### src/iwdt_defs.vh
// Register map, field positions, reset values and timing counts
`ifndef IWDT_DEFS_VH
`define IWDT_DEFS_VH

// =====================================================
// Register offsets (12-bit word address space)
`define IWDT_ADDR_W 12
`define IWDT_OFS_MODE 12'hf85
`define IWDT_OFS_COUNT 12'hf86
`define IWDT_OFS_CTRL 12'hf87
`define IWDT_OFS_MODEBIT 12'hf88

// =====================================================
// Field positions
`define IWDT_RESTART_BIT 3
`define IWDT_CTRL_WDEN 0
`define IWDT_CTRL_IRQ 1
`define IWDT_CTRL_STBY 2
`define IWDT_CTRL_RSTWAIT 3

// =====================================================
// Reset values
`define IWDT_MODE_RST 4'h0
`define IWDT_SEL_RST 3'h0
`define IWDT_CNT_RST 8'h00

// =====================================================
// Clock select codes and prescaler exponents
`define IWDT_SEL_12 3'h0
`define IWDT_SEL_9 3'h3
`define IWDT_SEL_7 3'h5
`define IWDT_SEL_5 3'h7
`define IWDT_EXP_12 4'hc
`define IWDT_EXP_9 4'h9
`define IWDT_EXP_7 4'h7
`define IWDT_EXP_5 4'h5
`define IWDT_PRE_W 12

// =====================================================
// Timing exponents: waits are powers of two of system clock periods
`define IWDT_WAIT_W 21
`define IWDT_CNT_EXP 5'h08
`define IWDT_RC_WAIT_EXP 5'h09
`define IWDT_RST_WAIT_SHORT 5'h0f
`define IWDT_RST_WAIT_LONG 5'h11

`endif

### src/iwdt_prescaler.v
// Free-running system clock divider with selectable tick output
`timescale 1ns/10ps
`default_nettype none
`include "iwdt_defs.vh"

module iwdt_prescaler #(
	parameter WIDTH = `IWDT_PRE_W
) (
	// Clock and reset
	input wire clk_i,
	input wire reset_i,
	// Control
	input wire clear_i,
	input wire [3:0] exp_i,
	// Tick out
	output wire tick_o
);

	// =====================================================
	// Divider register
	reg [WIDTH-1:0] div_q; // Running count
	reg [WIDTH-1:0] div_d; // Next count
	reg [WIDTH-1:0] mask; // Low bits that must be all ones

	// Next count, cleared on restart
	always @* begin
		div_d = div_q + {{(WIDTH-1){1'b0}}, 1'b1};
		if (clear_i) begin
			div_d = {WIDTH{1'b0}};
		end
	end

	// Mask for the chosen division
	always @* begin
		mask = ({WIDTH{1'b1}} >> (WIDTH - exp_i));
	end

	// Divider flop
	always @(posedge clk_i) begin
		if (reset_i) begin
			div_q <= {WIDTH{1'b0}};
		end else begin
			div_q <= div_d;
		end
	end

	// One tick every 2^exp clocks
	assign tick_o = !clear_i && ((div_q & mask) == mask);

endmodule
`default_nettype wire

### src/iwdt_wait_counter.v
// Oscillation-stabilisation wait counter driven by tick_i, which iwdt_top ties high so it counts system clocks
`timescale 1ns/10ps
`default_nettype none

module iwdt_wait_counter #(
	parameter CW = 8
) (
	// Clock and reset
	input wire clk_i,
	input wire reset_i,
	// Control
	input wire start_i,
	input wire [CW-1:0] target_i,
	input wire tick_i,
	// Status
	output reg busy_o
);

	// =====================================================
	// Wait state
	reg [CW-1:0] cnt_q; // Ticks counted so far
	reg [CW-1:0] tgt_q; // Target held for the whole wait

	// Count ticks until target reached
	always @(posedge clk_i) begin
		if (reset_i) begin
			cnt_q <= {CW{1'b0}};
			tgt_q <= {CW{1'b0}};
			busy_o <= 1'b0;
		end else if (start_i) begin
			// Latch target so later mode changes cannot stretch it
			cnt_q <= {CW{1'b0}};
			tgt_q <= target_i;
			busy_o <= 1'b1;
		end else if (busy_o && tick_i) begin
			if (cnt_q == tgt_q) begin
				busy_o <= 1'b0;
			end
			cnt_q <= cnt_q + {{(CW-1){1'b0}}, 1'b1};
		end
	end

endmodule
`default_nettype wire

### src/iwdt_top.v
// Interval timer / watchdog top level with register port
`timescale 1ns/10ps
`default_nettype none
`include "iwdt_defs.vh"

module iwdt_top #(
	parameter RC_OSC = 1'b0,
	parameter LONG_RESET_WAIT = 1'b0
) (
	// Clock and reset
	input wire clk_i,
	input wire reset_i,
	// Register port
	input wire [`IWDT_ADDR_W-1:0] addr_i,
	input wire [7:0] wdata_i,
	input wire wr_i,
	input wire rd_i,
	output reg [7:0] rdata_o,
	// Standby release request
	input wire standby_release_i,
	// Events and status
	output reg irq_o,
	output reg wdt_reset_o,
	output reg wait_busy_o
);

	// =====================================================
	// State
	reg [2:0] mode_q; // Clock select bits
	reg restart_q; // Restart bit, self clearing
	reg [7:0] count_q; // Interval counter
	reg wden_q; // Watchdog enable, sticky
	reg irqf_q; // Interrupt request flag
	reg rst_wait_q; // Post-reset wait pending
	reg [3:0] exp_sel; // Prescaler exponent
	reg [4:0] wait_exp; // Wait length in system clocks, as exponent
	reg [`IWDT_WAIT_W-1:0] wait_tgt; // Wait clock count minus one
	reg [7:0] rd_d; // Read mux
	wire tick; // Counter input clock tick
	wire ovf; // Counter overflow this cycle
	wire wr_mode; // Whole-register write
	wire wr_bit; // Single-bit restart write
	wire restart; // Restart command
	wire wait_start; // Begin stabilisation wait
	wire wait_busy; // Wait in progress

	// =====================================================
	// Decoding
	function [3:0] sel_exp;
		input [2:0] sel;
		begin
			case (sel)
				`IWDT_SEL_9: sel_exp = `IWDT_EXP_9;
				`IWDT_SEL_7: sel_exp = `IWDT_EXP_7;
				`IWDT_SEL_5: sel_exp = `IWDT_EXP_5;
				default: sel_exp = `IWDT_EXP_12;
			endcase
		end
	endfunction

	// Division picked by low mode bits; other codes are barred, and decode as 2^12 here
	always @* begin
		exp_sel = sel_exp(mode_q);
	end

	assign wr_mode = wr_i && (addr_i == `IWDT_OFS_MODE);
	assign wr_bit = wr_i && (addr_i == `IWDT_OFS_MODEBIT);
	assign restart = (wr_mode && wdata_i[`IWDT_RESTART_BIT]) ||
		(wr_bit && wdata_i[0]);

	// =====================================================
	// Prescaler
	iwdt_prescaler #(
		.WIDTH(`IWDT_PRE_W)
	) u_pre (
		.clk_i(clk_i),
		.reset_i(reset_i),
		.clear_i(restart),
		.exp_i(exp_sel),
		.tick_o(tick)
	);

	// 256 ticks of 2^n gives 2^(n+8) overflow period
	assign ovf = tick && (count_q == 8'hff);

	// =====================================================
	// Mode register
	always @(posedge clk_i) begin
		if (reset_i) begin
			mode_q <= `IWDT_SEL_RST;
			restart_q <= 1'b0;
		end else begin
			if (wr_mode) begin
				mode_q <= wdata_i[2:0];
			end
			// Bit reads back as one only in the start cycle
			restart_q <= restart;
		end
	end

	// =====================================================
	// Counter, continuous; bus writes to it have no effect
	always @(posedge clk_i) begin
		if (reset_i) begin
			count_q <= `IWDT_CNT_RST;
		end else if (restart) begin
			count_q <= `IWDT_CNT_RST;
		end else if (tick) begin
			count_q <= count_q + 8'h01;
		end
	end

	// =====================================================
	// Flags: restart clear beats overflow set, since restart masks the tick
	always @(posedge clk_i) begin
		if (reset_i) begin
			wden_q <= 1'b0;
			irqf_q <= 1'b0;
		end else begin
			if (wr_i && (addr_i == `IWDT_OFS_CTRL) &&
				wdata_i[`IWDT_CTRL_WDEN]) begin
				wden_q <= 1'b1;
			end
			if (ovf && !wden_q) begin
				irqf_q <= 1'b1;
			end else if (restart) begin
				irqf_q <= 1'b0;
			end
		end
	end

	// =====================================================
	// Stabilisation wait after reset or standby release
	always @(posedge clk_i) begin
		if (reset_i) begin
			rst_wait_q <= 1'b1;
		end else begin
			rst_wait_q <= 1'b0;
		end
	end

	assign wait_start = rst_wait_q || standby_release_i;

	// Wait in system clocks: on crystal a fixed option after reset and
	// the selected interval after standby; always 2^9 clocks on RC
	always @* begin
		if (RC_OSC) begin
			// Fixed wait regardless of mode
			wait_exp = `IWDT_RC_WAIT_EXP;
		end else if (rst_wait_q) begin
			wait_exp = LONG_RESET_WAIT ? `IWDT_RST_WAIT_LONG :
				`IWDT_RST_WAIT_SHORT;
		end else begin
			// One selected overflow interval
			wait_exp = {1'b0, exp_sel} + `IWDT_CNT_EXP;
		end
		wait_tgt = ({{(`IWDT_WAIT_W-1){1'b0}}, 1'b1} << wait_exp) -
			{{(`IWDT_WAIT_W-1){1'b0}}, 1'b1};
	end

	// Wait counted in system clocks, exact for every variant
	iwdt_wait_counter #(
		.CW(`IWDT_WAIT_W)
	) u_wait (
		.clk_i(clk_i),
		.reset_i(reset_i),
		.start_i(wait_start),
		.target_i(wait_tgt),
		.tick_i(1'b1),
		.busy_o(wait_busy)
	);

	// =====================================================
	// Outputs and read port
	always @* begin
		case (addr_i)
			`IWDT_OFS_MODE: rd_d = {4'h0, restart_q, mode_q};
			`IWDT_OFS_COUNT: rd_d = count_q;
			`IWDT_OFS_CTRL: rd_d = {4'h0, rst_wait_q, wait_busy,
				irqf_q, wden_q};
			default: rd_d = 8'h00;
		endcase
	end

	always @(posedge clk_i) begin
		if (reset_i) begin
			rdata_o <= 8'h00;
			irq_o <= 1'b0;
			wdt_reset_o <= 1'b0;
			wait_busy_o <= 1'b0;
		end else begin
			rdata_o <= rd_i ? rd_d : 8'h00;
			irq_o <= irqf_q;
			// Overflow during a stabilisation wait does not reset
			wdt_reset_o <= wden_q && ovf && !wait_busy;
			wait_busy_o <= wait_busy;
		end
	end

endmodule
`default_nettype wire

### config.mk
export PLATFORM = sky130hd
export DESIGN_NAME = iwdt_top
export DESIGN_NICKNAME = d
export VERILOG_FILES = /design/src/iwdt_prescaler.v /design/src/iwdt_wait_counter.v /design/src/iwdt_top.v
export VERILOG_INCLUDE_DIRS = /design/src /design/src/src
export SDC_FILE = /design/constraint.sdc
export NUM_CORES = 1
export LEC_CHECK = 0
export CORE_AREA = 2 2 98 100
export CTS_CLUSTER_DIAMETER = 40
export DETAILED_ROUTE_END_ITERATION = 8
export DIE_AREA = 0 0 100 102
export DONT_BUFFER_PORTS = 1
export SLEW_MARGIN = 20
export SYNTH_ARGS = -nofsm -noshare
export SYNTH_HDL_FRONTEND = slang
export SYNTH_HIERARCHICAL = 1
export SYNTH_SLANG_ARGS = --single-unit
### constraint.sdc
create_clock -name clk_i -period 4.95 [get_ports clk_i]
set_clock_uncertainty 0.15 [all_clocks]
set_input_delay 0.7425 -clock clk_i [delete_from_list [all_inputs] [get_ports clk_i]]
set_output_delay 0.7425 -clock clk_i [all_outputs]
set_load 0.02 [all_outputs]
# After elaboration in Yosys (flattened, before gate mapping)
# Cells that the tools add are included.
# word_totals
regBits	81
in_bits	25
output_inout_bits	11
word_cells	63
# op_classes
n_addsub	6
eq_ne	10
shift	2
muxes	9
bitwise_logic	2
n_reduce_logical	20
# op_table
op	n
$eq 12x12->1 const B	4
$shr 12x32->12 const A	1
$pmux 8 s3	1
$add 21x1->21 const B	1
$eq 21x21->1	1
$shl 1x5->21 const A	1
$sub 21x1->21 const B	1
$add 12x1->12 const B	1
$and 12x12->12	1
$eq 12x12->1	1
$pmux 4 s3	1
$logic_and 1x1->1	11
$add 8x1->8 const B	1
$eq 8x8->1 const B	1
$eq 3x3->1 const B	2
$mux 1	6
$reduce_or 2->1	3
$add 4x4->5 const B	1
$mux 5	1
$sub 4x4->5 const A	1
$eq 3x2->1 const B	1
$logic_not 1->1	3
$logic_or 1x1->1	2
$reduce_bool 2->1	1
$not 1->1	1

# Longest topological paths before layout
# Gate-level depths: netlist of run 1.
# logic_depth
depth_word	10
ltp_mapped	13
ltp_nobuf	12

# Cells and area by module
# The synthesis of run 1 kept the hierarchy.
# modules_own_cells
module	n_inst	cells_per_inst	area_per_inst_um2	seq_area_each_um2
iwdt_wait_counter	1	223	2049.5	860.8
iwdt_top	1	135	1234.9	520.5
iwdt_prescaler	1	88	711.9	240.2

# Least setup slack after synthesis of run 1
# No wires, ideal clock.
# synth_timing
path_type	reg-to-reg
start	reg mode_q[0]
end	reg irqf_q
setup_time_ns	0.092
arrival_ns	3.089
required_ns	4.708
setup_slack_ns	1.618
path_stages_with_launch	14
n_path_buf	1
period_less_slack_ns	3.332
cell_sequence	dfxtp_1 nand2_1 nor2_1 inv_1 ha_1 a21o_2 and3_1 o21ai_1 a221o_1 a221oi_2 clkbuf_1 nand3_1 or4b_2 o32ai_1
# synth_via
elab_chain_len	10
elab_cells_between_ends	13
cone_classes	add/sub: 1; eq/ne: 4; shift: 1; mux: 2; bitwise: 1; reduce/logical: 4
# synth_rtl
element	line	source
start: declaration	iwdt_top.v:29	reg [2:0] mode_q;
start signal: assignment	iwdt_top.v:90	mode_q <= `IWDT_SEL_RST;
start signal: assignment	iwdt_top.v:94	mode_q <= wdata_i[2:0];
$eq 3x3->1 / $eq 3x2->1 (equally long branches)	iwdt_top.v:52	case (sel)
$pmux 4 s3 (*)	iwdt_top.v:52	
via exp_sel[3]	iwdt_top.v:35	reg [3:0] exp_sel;
$sub 4x4->5 (*)	iwdt_prescaler.v:35	mask = ({WIDTH{1'b1}} >> (WIDTH - exp_i));
$shr 12x32->12 (*)	iwdt_prescaler.v:35	
$and 12x12->12	iwdt_prescaler.v:48	assign tick_o = !clear_i && ((div_q & mask) == mask);
$eq 12x12->1 (*)	iwdt_prescaler.v:48	
$logic_and 1x1->1 (*)	iwdt_prescaler.v:48	
via tick	iwdt_top.v:39	wire tick;
$logic_and 1x1->1 (*)	iwdt_top.v:84	assign ovf = tick && (count_q == 8'hff);
$logic_and 1x1->1 (*)	iwdt_top.v:124	if (ovf && !wden_q) begin
$mux 1 / $reduce_bool 2->1 (equally long branches)	n/a	
end signal: assignment	iwdt_top.v:118	irqf_q <= 1'b0;
end signal: assignment	iwdt_top.v:125	irqf_q <= 1'b1;
end signal: assignment	iwdt_top.v:127	irqf_q <= 1'b0;
end: declaration	iwdt_top.v:33	reg irqf_q;
# Mark *: on every way through the listed nets, which the timed path passes. The rest lies on a longest branch.
# A chain may end at the register's enable or synchronous reset.

# Final worst setup path of run 1
# Same ends and word-level chain as after synthesis.

==> flow_metrics.py, run 1 <==
metrics = {
    "yosys": {
        "ys_warn_count": 6,
        "synth_top_area_share_pct": 40.6,
        "ys.flop_type": "dfxtp_1",
        "synth_area_um2": 4000,
        "async_reset_ff_share_pct": 0,
        "syn_area_per_cell_um2": 8.96,
        "synthCells": 446,
        "synth.area.top_cells": "dfxtp_1, mux2i_1, xnor2_1",
        "ys_ff_latch": 81,
        "ys_types": 63,
        "seq_area_frac_synth_pct": 40.6,
        "yosysTopAreaCell": "dfxtp_1",
        "synth_edf_count": 0,
    },
    "die": {
        "initial_core_util_pct": 43.9,
        "dieArea_um2": 10200,
        "row_count": 35,
        "fp.coreArea_um2": 9110,
        "num_io_pins": 36,
        "die_h_um": 102,
        "die_w_um": 100,
    },
    "finish": {
        "layout_commonest_cell": "dfxtp_1",
        "layout_common_cells": "dfxtp_1, nor2_1, xnor2_1, mux2i_1, nand3_1",
        "final_layout_size_suffix_gt1_share_pct": 8.09,
        "areaGrowthSynthToFinish_pct": 5.60,
        "num_antenna_cells": 0,
        "nNetsFinal": 471,
    },
    "drt": {
        "vias": 2994,
        "vias_per_cell": 5.38,
        "final_antenna_net_count": 0,
        "route.detailed.drc": 0,
        "drt_pre_antenna_iters": 4,
        "wl_um": 7660,
        "drt_iter0_markers": 95,
        "wl_per_cell_um": 13.8,
    },
    "global_route": {
        "grt_pass1_wl_um": 12900,
        "grt_max_degree": 50,
        "grt_overflow": 0,
        "gr-usage-met1_pct": 21.0,
        "track_usage_pct": 16.0,
        "busiest_layer": "met2",
        "grt_pass1_vias": 2673,
        "grt_use_met3_pct": 4.92,
        "antenna_found_initial": 0,
        "grtUsageMet2_pct": 25.1,
    },
    "cts": {
        "cts_setup_buffers": 0,
        "htree_levels": 3,
        "cts_tree": "done",
        "cts.sinks": 81,
        "hold_buffers": 0,
        "cts_buffers": 9,
        "clk_pin_slew_worst_paths_ns": 0.09,
        "clockBufferDepth": 2,
        "cts_resized": 0,
        "worstSkewPairLatency_ns": 0.36,
        "root_buffer": "clkbuf_8",
    },
    "sta": {
        "tns_ns": 0,
        "hold_viol_final": 0,
        "fmax_ghz": 0.260,
        "finalSetupViolations": 0,
        "slew_headroom_pct": 50.1,
        "fin_ws_ns": 1.11,
        "post-route-min-period_ns": 3.84,
        "rsz0062_at_grt": "false",
        "worst_pin_slew_ns": 0.749,
        "hold_slack_ns": 0.266,
        "fin_crit_sh_pct": 77.6,
        "drv_slew": 0,
    },
    "run": {
        "maxCapViolCount": 0,
    },
    "critical_path": {
        "timing.rr.start": "mode_q[0]$_SDFFE_PP0P_",
        "worstSetupPathType": "reg -> reg",
        "cp-startpoint": "mode_q[0]$_SDFFE_PP0P_",
        "cp-start-kind": "flip-flop",
        "cp_data_arrival_time_ns": 3.95,
        "crit_fanout": 8,
        "required_ns": 5.06,
        "critPathCaptureType": "flip-flop",
    },
    "pwr": {
        "seqPwrFrac_pct": 57.1,
        "irDropWorstVdd_mv": 0.118,
        "power.leakage_nw": 1.61,
        "power.internal_uw": 896,
        "combPwrFrac_pct": 4.9,
        "p_sw_share_pct": 24.6,
        "switching_power_uw": 292,
        "power_density_nw_per_um2": 281,
        "power.share.clock_pct": 38.1,
    },
    "hold_path": {
        "holdCritStartpoint": "reset_i",
        "hold_class": "in -> reg",
    },
    "place": {
        "pre_cts_slack_ns": 1.10,
        "hpwl_um": 5480,
        "gp_congestion": 0.787,
        "io_buffers": 0,
    },
    "status": {
        "status": "finished, final reports clean",
    },
}
-- layer usage --
layer | wire (µm) | part of all wire, %
met5 | 0 | 0
met4 | 121 | 1.6
met3 | 282 | 3.7
met2 | 3520 | 46
met1 | 3730 | 49
-- cells in the mapped netlist, drive strengths merged (8+ instances only) --
library cell,count
nand2,20
and3,12
inv,11
a21oi,13
dfxtp,81
mux2i,27
xnor2,30
nor2,65
o21ai,8
nand3,21
clkbuf,22
nand4,17
xor2,16
nor3,11
-- final cells by class --
cell class                      count  area (µm²)
Clock inverter                      6        50.0
Inverter                           11        41.3
Sequential cell                    81        1620
Fill cell                         914        4890
Multi-Input combinational cell    337        2230
Clock buffer                       10         138
Tap cell                          111         139
-- critical path: stages, from the launching register on --
cell and delay [ns]:
dfxtp_1 0.46, nand2_1 0.23, nor2_1 0.20, inv_1 0.08, ha_1 0.35, a21o_2 0.15
and3_1 0.15, o21ai_1 0.06, a221o_1 0.35, a221oi_2 0.50, nand3_1 0.23, or4b_2 0.68
o32ai_1 0.15
-- power by group through the flow --
stage	registers [mW]	logic [mW]	clock network, mW
2_1_floorplan	0.690	0.0588	0
6_report	0.678	0.0578	0.452
3_5_place_dp	0.694	0.0573	0
3_3_place_gp	0.693	0.0564	0
5_1_grt	0.680	0.0654	0.499
4_1_cts	0.678	0.0574	0.471
-- state kept, by name, indices dropped and copies added (netlist names) --
register       flops
rdata_o            8
u_wait/cnt_q      21
irq_o              1
restart_q          1
u_pre/div_q       12
u_wait/busy_o      1
wait_busy_o        1
count_q            8
mode_q             3
u_wait/tgt_q      21
irqf_q             1
wdt_reset_o        1
rst_wait_q         1
wden_q             1
-- path summary, 6_finish.rpt --
path | depth (start not counted) | to | slack (ns)
worst max-delay path | 12 | irqf_q$_SDFFE_PP0P_ | 1.11
worst min-delay path | 0 | rst_wait_q$_DFF_P_ | 0.27
worst max register to register | 12 | irqf_q$_SDFFE_PP0P_ | 1.11
worst min register to register | 1 | irqf_q$_SDFFE_PP0P_ | 0.32
-- metrics by stage --
step,utilization [%],total power [mW],area (µm²),cells
final,46.3,1.19,4220,556
after floorplan,-,0.748,4040,458
after global placement,44.3,0.750,4030,540
after global routing,46.3,1.24,4220,556
after CTS,46.3,1.21,4220,556
after detailed placement,44.3,0.751,4030,540
-- kinds of logic after synthesis --
kind of cell,after synthesis,share of synthesized area [%]
buffers and inverters,40,4.73
and+or+nand+nor,193,26.3
AOI/OAI and AO/OA,48,8.27
other,1,0.0938
adders and majority gates,6,1.88
xor gates and xnor gates,46,10.3
DFF,81,40.6
muxes,31,7.89
(Power assumes the default switching activity.)
==> inputs of run 2 (changes only) <==
Clock period 4.95 ns to 4 ns, I/O delays scaled along.
==> run 2 against run 1 <==
  * Design area increased by 0.53%
  * Flip-flop and latch count is the same
  * Non-clock buffer count is 2 higher
  * Routed wire length up 3.4%
  * Sequential power up 24%
  * Critical path depth is 1 higher
  * Die area did not move
  * Global-route usage up 0.18 points
  * Hold slack worse by 0.13 ns
  * Highest routed layer unchanged
==> flow_metrics.py, run 2 (synthesis results as in run 1) <==
metrics = {
    "die": {
        "num_io_pins": 36,
        "fp.coreArea_um2": 9110,
        "dieArea_um2": 10200,
        "initial_core_util_pct": 43.9,
        "row_count": 35,
        "die_w_um": 100,
        "die_h_um": 102,
    },
    "sta": {
        "post-route-min-period_ns": 3.62,
        "rsz0062_at_grt": "false",
        "tns_ns": 0,
        "worst_pin_slew_ns": 0.775,
        "finalSetupViolations": 0,
        "fin_ws_ns": 0.384,
        "fmax_ghz": 0.277,
        "drv_slew": 0,
        "hold_viol_final": 0,
        "slew_headroom_pct": 48.3,
        "fin_crit_sh_pct": 90.4,
    },
    "place": {
        "pre_cts_slack_ns": 0.452,
        "gp_congestion": 0.784,
        "io_buffers": 0,
        "hpwl_um": 5650,
    },
    "pwr": {
        "p_total_mw": 1.50,
        "power.leakage_nw": 1.62,
        "power_density_nw_per_um2": 353,
        "irDropWorstVdd_mv": 0.161,
    },
    "drt": {
        "drt_iter0_markers": 92,
        "wl_um": 7920,
        "drt_pre_antenna_iters": 7,
        "final_antenna_net_count": 0,
        "wl_per_cell_um": 14.2,
        "route.detailed.drc": 0,
        "vias": 3002,
        "vias_per_cell": 5.38,
    },
    "critical_path": {
        "cp-start-kind": "flip-flop",
        "critPathCaptureType": "flip-flop",
        "r2r_cells": 13,
        "required_ns": 4.12,
        "rr_endpoint": "count_q[7]$_SDFFE_PP0P_",
        "r2r_setup_slack_ns": 0.38,
        "crit_fanout": 8,
        "cp_data_arrival_time_ns": 3.73,
        "timing.rr.start": "mode_q[0]$_SDFFE_PP0P_",
        "worstSetupPathType": "reg -> reg",
        "critical_path.endpoint": "count_q[7]$_SDFFE_PP0P_",
        "cp-startpoint": "mode_q[0]$_SDFFE_PP0P_",
    },
    "finish": {
        "nNetsFinal": 473,
        "layout_commonest_cell": "dfxtp_1",
        "areaGrowthSynthToFinish_pct": 6.17,
        "layout_common_cells": "dfxtp_1, nor2_1, xnor2_1, mux2i_1, nand3_1",
        "reg_top3": "u_wait/cnt_q: 21 flops, u_wait/tgt_q: 21 flops, u_pre/div_q: 12 flops",
        "fillCellCount": 932,
        "num_antenna_cells": 0,
        "final_layout_size_suffix_gt1_share_pct": 8.50,
    },
    "global_route": {
        "track_usage_pct": 16.1,
        "grt_pass1_wl_um": 13300,
        "grt_max_degree": 50,
        "antenna_found_initial": 0,
        "grt_overflow": 0,
        "grt_pass1_vias": 2823,
    },
    "cts": {
        "cts_setup_buffers": 0,
        "worstSkewPairLatency_ns": 0.35,
        "root_buffer": "clkbuf_8",
        "cts.sinks": 81,
        "htree_levels": 3,
        "hold_buffers": 0,
        "cts_tree": "done",
        "cts_buffers": 9,
        "clk_pin_slew_worst_paths_ns": 0.08,
        "cts_resized": 0,
        "clockBufferDepth": 2,
    },
    "status": {
        "status": "finished, final reports clean",
    },
    "hold_path": {
        "hold_class": "in -> reg",
    },
    "run": {
        "maxCapViolCount": 0,
    },
}
-- run 2: cell count changes in the layout (fill, tap and decap cells not counted) --
cell and change:
clkinvlp_4 +2, bufinv_16 +1, clkbuf_8 -1, clkinv_2 +1
buf_4 +2, inv_8 -1, inv_6 -1, clkinv_4 -1
-- run 2: metal layers --
| metal | GRT usage, % | vias up | part of all wire [%] |
|---|---|---|---|
| met3 | 3.90 | 11 | 4.0 |
| met1 | 20.7 | 1400 | 48 |
| met2 | 27.0 | 51 | 47 |
| li1 | - | 1540 | - |
| met5 | 0 | - | 0 |
| met4 | 5.27 | 0 | 1.1 |
-- run 2: critical path: stages (launching register included) --
cell and delay, ns:
dfxtp_1 0.46, nand2_1 0.21, nor2_1 0.21, inv_1 0.09
ha_1 0.28, xor2_2 0.20, and3_1 0.18, o21ai_1 0.06
a221o_1 0.35, a221oi_2 0.31, buf_4 0.20, nand4_1 0.21
or3_1 0.40, a211oi_1 0.22
-- run 2: final cells by class --
type | count | area [µm²] | share of cell area [%]
clock inverters | 7 | 71.3 | 1.68
multi-input cells | 337 | 2230 | 52.6
well taps | 111 | 139 | 3.27
inverters | 11 | 41.3 | 0.973
flip-flops and latches | 81 | 1620 | 38.2
clock buffers | 9 | 124 | 2.92
repair buffers | 2 | 15.0 | 0.354
-- run 2: power breakdown --
| part | internal (mW) | leakage, nW | switching (mW) | total [mW] |
|---|---|---|---|---|
| logic | 0.0361 | 0.871 | 0.0360 | 0.0721 |
| clock network | 0.287 | 0.0912 | 0.302 | 0.589 |
| registers | 0.823 | 0.658 | 0.0165 | 0.839 |
-- run 2: how the worst min path moves through the flow --
stage | startpoint | to | cells past startpoint
finish | reset_i | rst_wait_q$_DFF_P_ | 0
global route | reset_i | rst_wait_q$_DFF_P_ | 0
CTS | reset_i | rst_wait_q$_DFF_P_ | 0
detailed placement | wden_q$_SDFFE_PP0P_ | irqf_q$_SDFFE_PP0P_ | 1
global placement | wden_q$_SDFFE_PP0P_ | irqf_q$_SDFFE_PP0P_ | 1
floorplan | wden_q$_SDFFE_PP0P_ | irqf_q$_SDFFE_PP0P_ | 1
-- run 2: metrics by stage --
step,hold slack (ns),cells,cell area (µm²),util (%)
floorplan,0.271,458,4040,-
global placement,0.284,542,4050,44.4
detailed placement,0.295,542,4050,44.4
CTS,0.113,558,4240,46.6
global route,0.109,558,4240,46.6
finish,0.135,558,4240,46.6
==> inputs of run 3 (changes only) <==
Settings changed: PLACE_DENSITY_LB_ADDON set to 0.2.
==> run 3 against run 2 <==
  * Routed wire length is 0.24% higher
  * Via count rose by 0.33%
  * Cell count did not move
  * Global-route usage grew 0.24 points
  * Power increased by 0.68%
  * Worst setup slack improved by 0.035 ns
  * Core utilization about the same
  * Sequential power hardly changed
  * First-iteration DRC count is 18% lower
  * Combinational power about the same
  * Fmax rose by 0.99%
  * Largest cell class unchanged
==> flow_metrics.py, run 3 (synthesis results as in run 1) <==
metrics = {
    "critical_path": {
        "cp-start-kind": "flip-flop",
        "cp-startpoint": "mode_q[0]$_SDFFE_PP0P_",
        "worstSetupPathType": "reg -> reg",
        "cp_data_arrival_time_ns": 3.70,
        "critical_path.endpoint": "count_q[7]$_SDFFE_PP0P_",
        "rr_endpoint": "count_q[7]$_SDFFE_PP0P_",
        "r2r_setup_slack_ns": 0.42,
        "r2r_cells": 13,
        "timing.rr.start": "mode_q[0]$_SDFFE_PP0P_",
        "crit_fanout": 8,
        "critPathCaptureType": "flip-flop",
        "required_ns": 4.12,
    },
    "sta": {
        "fmax_ghz": 0.279,
        "rsz0062_at_grt": "false",
        "worst_pin_slew_ns": 0.762,
        "finalSetupViolations": 0,
        "fin_ws_ns": 0.419,
        "drv_slew": 0,
        "tns_ns": 0,
        "hold_slack_ns": 0.132,
        "slew_headroom_pct": 49.2,
        "post-route-min-period_ns": 3.58,
        "fin_crit_sh_pct": 89.5,
        "hold_viol_final": 0,
    },
    "place": {
        "hpwl_um": 5560,
        "pre_cts_slack_ns": 0.469,
        "io_buffers": 0,
        "postPlaceCellArea_um2": 4050,
        "gp_congestion": 0.797,
        "placed_cells": 542,
    },
    "pwr": {
        "irDropWorstVdd_mv": 0.127,
        "power_density_nw_per_um2": 356,
        "combPwrFrac_pct": 4.8,
        "switching_power_uw": 357,
        "p_total_mw": 1.51,
        "seqPwrFrac_pct": 55.6,
        "power.share.clock_pct": 39.7,
        "power.leakage_nw": 1.63,
        "power.internal_mw": 1.15,
        "p_sw_share_pct": 23.6,
    },
    "global_route": {
        "grt_max_degree": 50,
        "track_usage_pct": 16.4,
        "grt_pass1_vias": 2770,
        "grt_pass1_wl_um": 13200,
        "antenna_found_initial": 0,
        "grt_overflow": 0,
    },
    "finish": {
        "layout_commonest_cell": "dfxtp_1",
        "areaGrowthSynthToFinish_pct": 6.20,
        "design_area_um2": 4240,
        "reg_top3": "u_wait/cnt_q: 21 flops, u_wait/tgt_q: 21 flops, u_pre/div_q: 12 flops",
        "final_layout_size_suffix_gt1_share_pct": 8.05,
        "post-route-util_pct": 46.6,
        "nNetsFinal": 473,
        "stdcell_count": 558,
        "layout_common_cells": "dfxtp_1, nor2_1, xnor2_1, mux2i_1, nand3_1",
        "num_antenna_cells": 0,
    },
    "die": {
        "die_w_um": 100,
        "fp.coreArea_um2": 9110,
        "die_h_um": 102,
        "initial_core_util_pct": 43.9,
        "dieArea_um2": 10200,
        "num_io_pins": 36,
        "row_count": 35,
    },
    "cts": {
        "cts_tree": "done",
        "hold_buffers": 0,
        "root_buffer": "clkbuf_8",
        "cts.sinks": 81,
        "cts_setup_buffers": 0,
        "worstSkewPairLatency_ns": 0.36,
        "htree_levels": 3,
        "cts_resized": 0,
        "clockBufferDepth": 2,
        "clk_pin_slew_worst_paths_ns": 0.09,
        "cts_buffers": 9,
    },
    "drt": {
        "drt_iter0_markers": 75,
        "vias_per_cell": 5.40,
        "wl_per_cell_um": 14.2,
        "drt_pre_antenna_iters": 4,
        "route.detailed.drc": 0,
        "wl_um": 7940,
        "vias": 3012,
        "final_antenna_net_count": 0,
    },
    "status": {
        "status": "finished, final reports clean",
    },
    "hold_path": {
        "hold_class": "in -> reg",
    },
    "run": {
        "maxCapViolCount": 0,
    },
}
run 3: changes by cell type in the layout (fill, tap and decap cells not counted), sizes merged:
| cell | delta |
|---|---|
| clkinvlp | -3 |
| inv | +1 |
| clkbuf | +2 |
run 3: worst min path at each step:
| stage | slack (ns) | cells after the start | from | end |
|---|---|---|---|---|
| after floorplan | 0.27 | 1 | wden_q$_SDFFE_PP0P_ | irqf_q$_SDFFE_PP0P_ |
| after global placement | 0.28 | 1 | wden_q$_SDFFE_PP0P_ | irqf_q$_SDFFE_PP0P_ |
| after detailed placement | 0.29 | 1 | wden_q$_SDFFE_PP0P_ | irqf_q$_SDFFE_PP0P_ |
| after CTS | 0.10 | 0 | reset_i | rst_wait_q$_DFF_P_ |
| after global routing | 0.08 | 0 | reset_i | rst_wait_q$_DFF_P_ |
| final | 0.13 | 0 | reset_i | rst_wait_q$_DFF_P_ |
run 3: final cells by class:
type	count	area (µm²)
clock buffers	11	131
clock inverters	5	65.1
fillers	893	4860
inverters	11	41.3
multi-input cells	337	2230
flip-flops and latches	81	1620
well taps	111	139
repair buffers	2	15.0
run 3: worst max-delay path, cell delays in order, from the launching register on:
cell and delay [ns]:
dfxtp_1 0.45, nand2_1 0.21, nor2_1 0.20, inv_1 0.08, ha_1 0.28, xor2_2 0.20, and3_1 0.18, o21ai_1 0.06
a221o_1 0.34, a221oi_2 0.32, buf_4 0.20, nand4_1 0.21, or3_1 0.40, a211oi_1 0.22
run 3: power groups by stage:
stage | registers, mW | logic, mW | clock network (mW)
final | 0.839 | 0.0723 | 0.599
after global routing | 0.841 | 0.0813 | 0.651
after floorplan | 0.853 | 0.0727 | 0
after detailed placement | 0.858 | 0.0713 | 0
after global placement | 0.858 | 0.0700 | 0
after CTS | 0.839 | 0.0716 | 0.615
run 3: layer usage:
metal  track usage, %  share of wire (%)
met1             20.9                 49
met2             26.9                 46
met3             5.27                3.8
met4             4.53               0.91
met5                0                  0
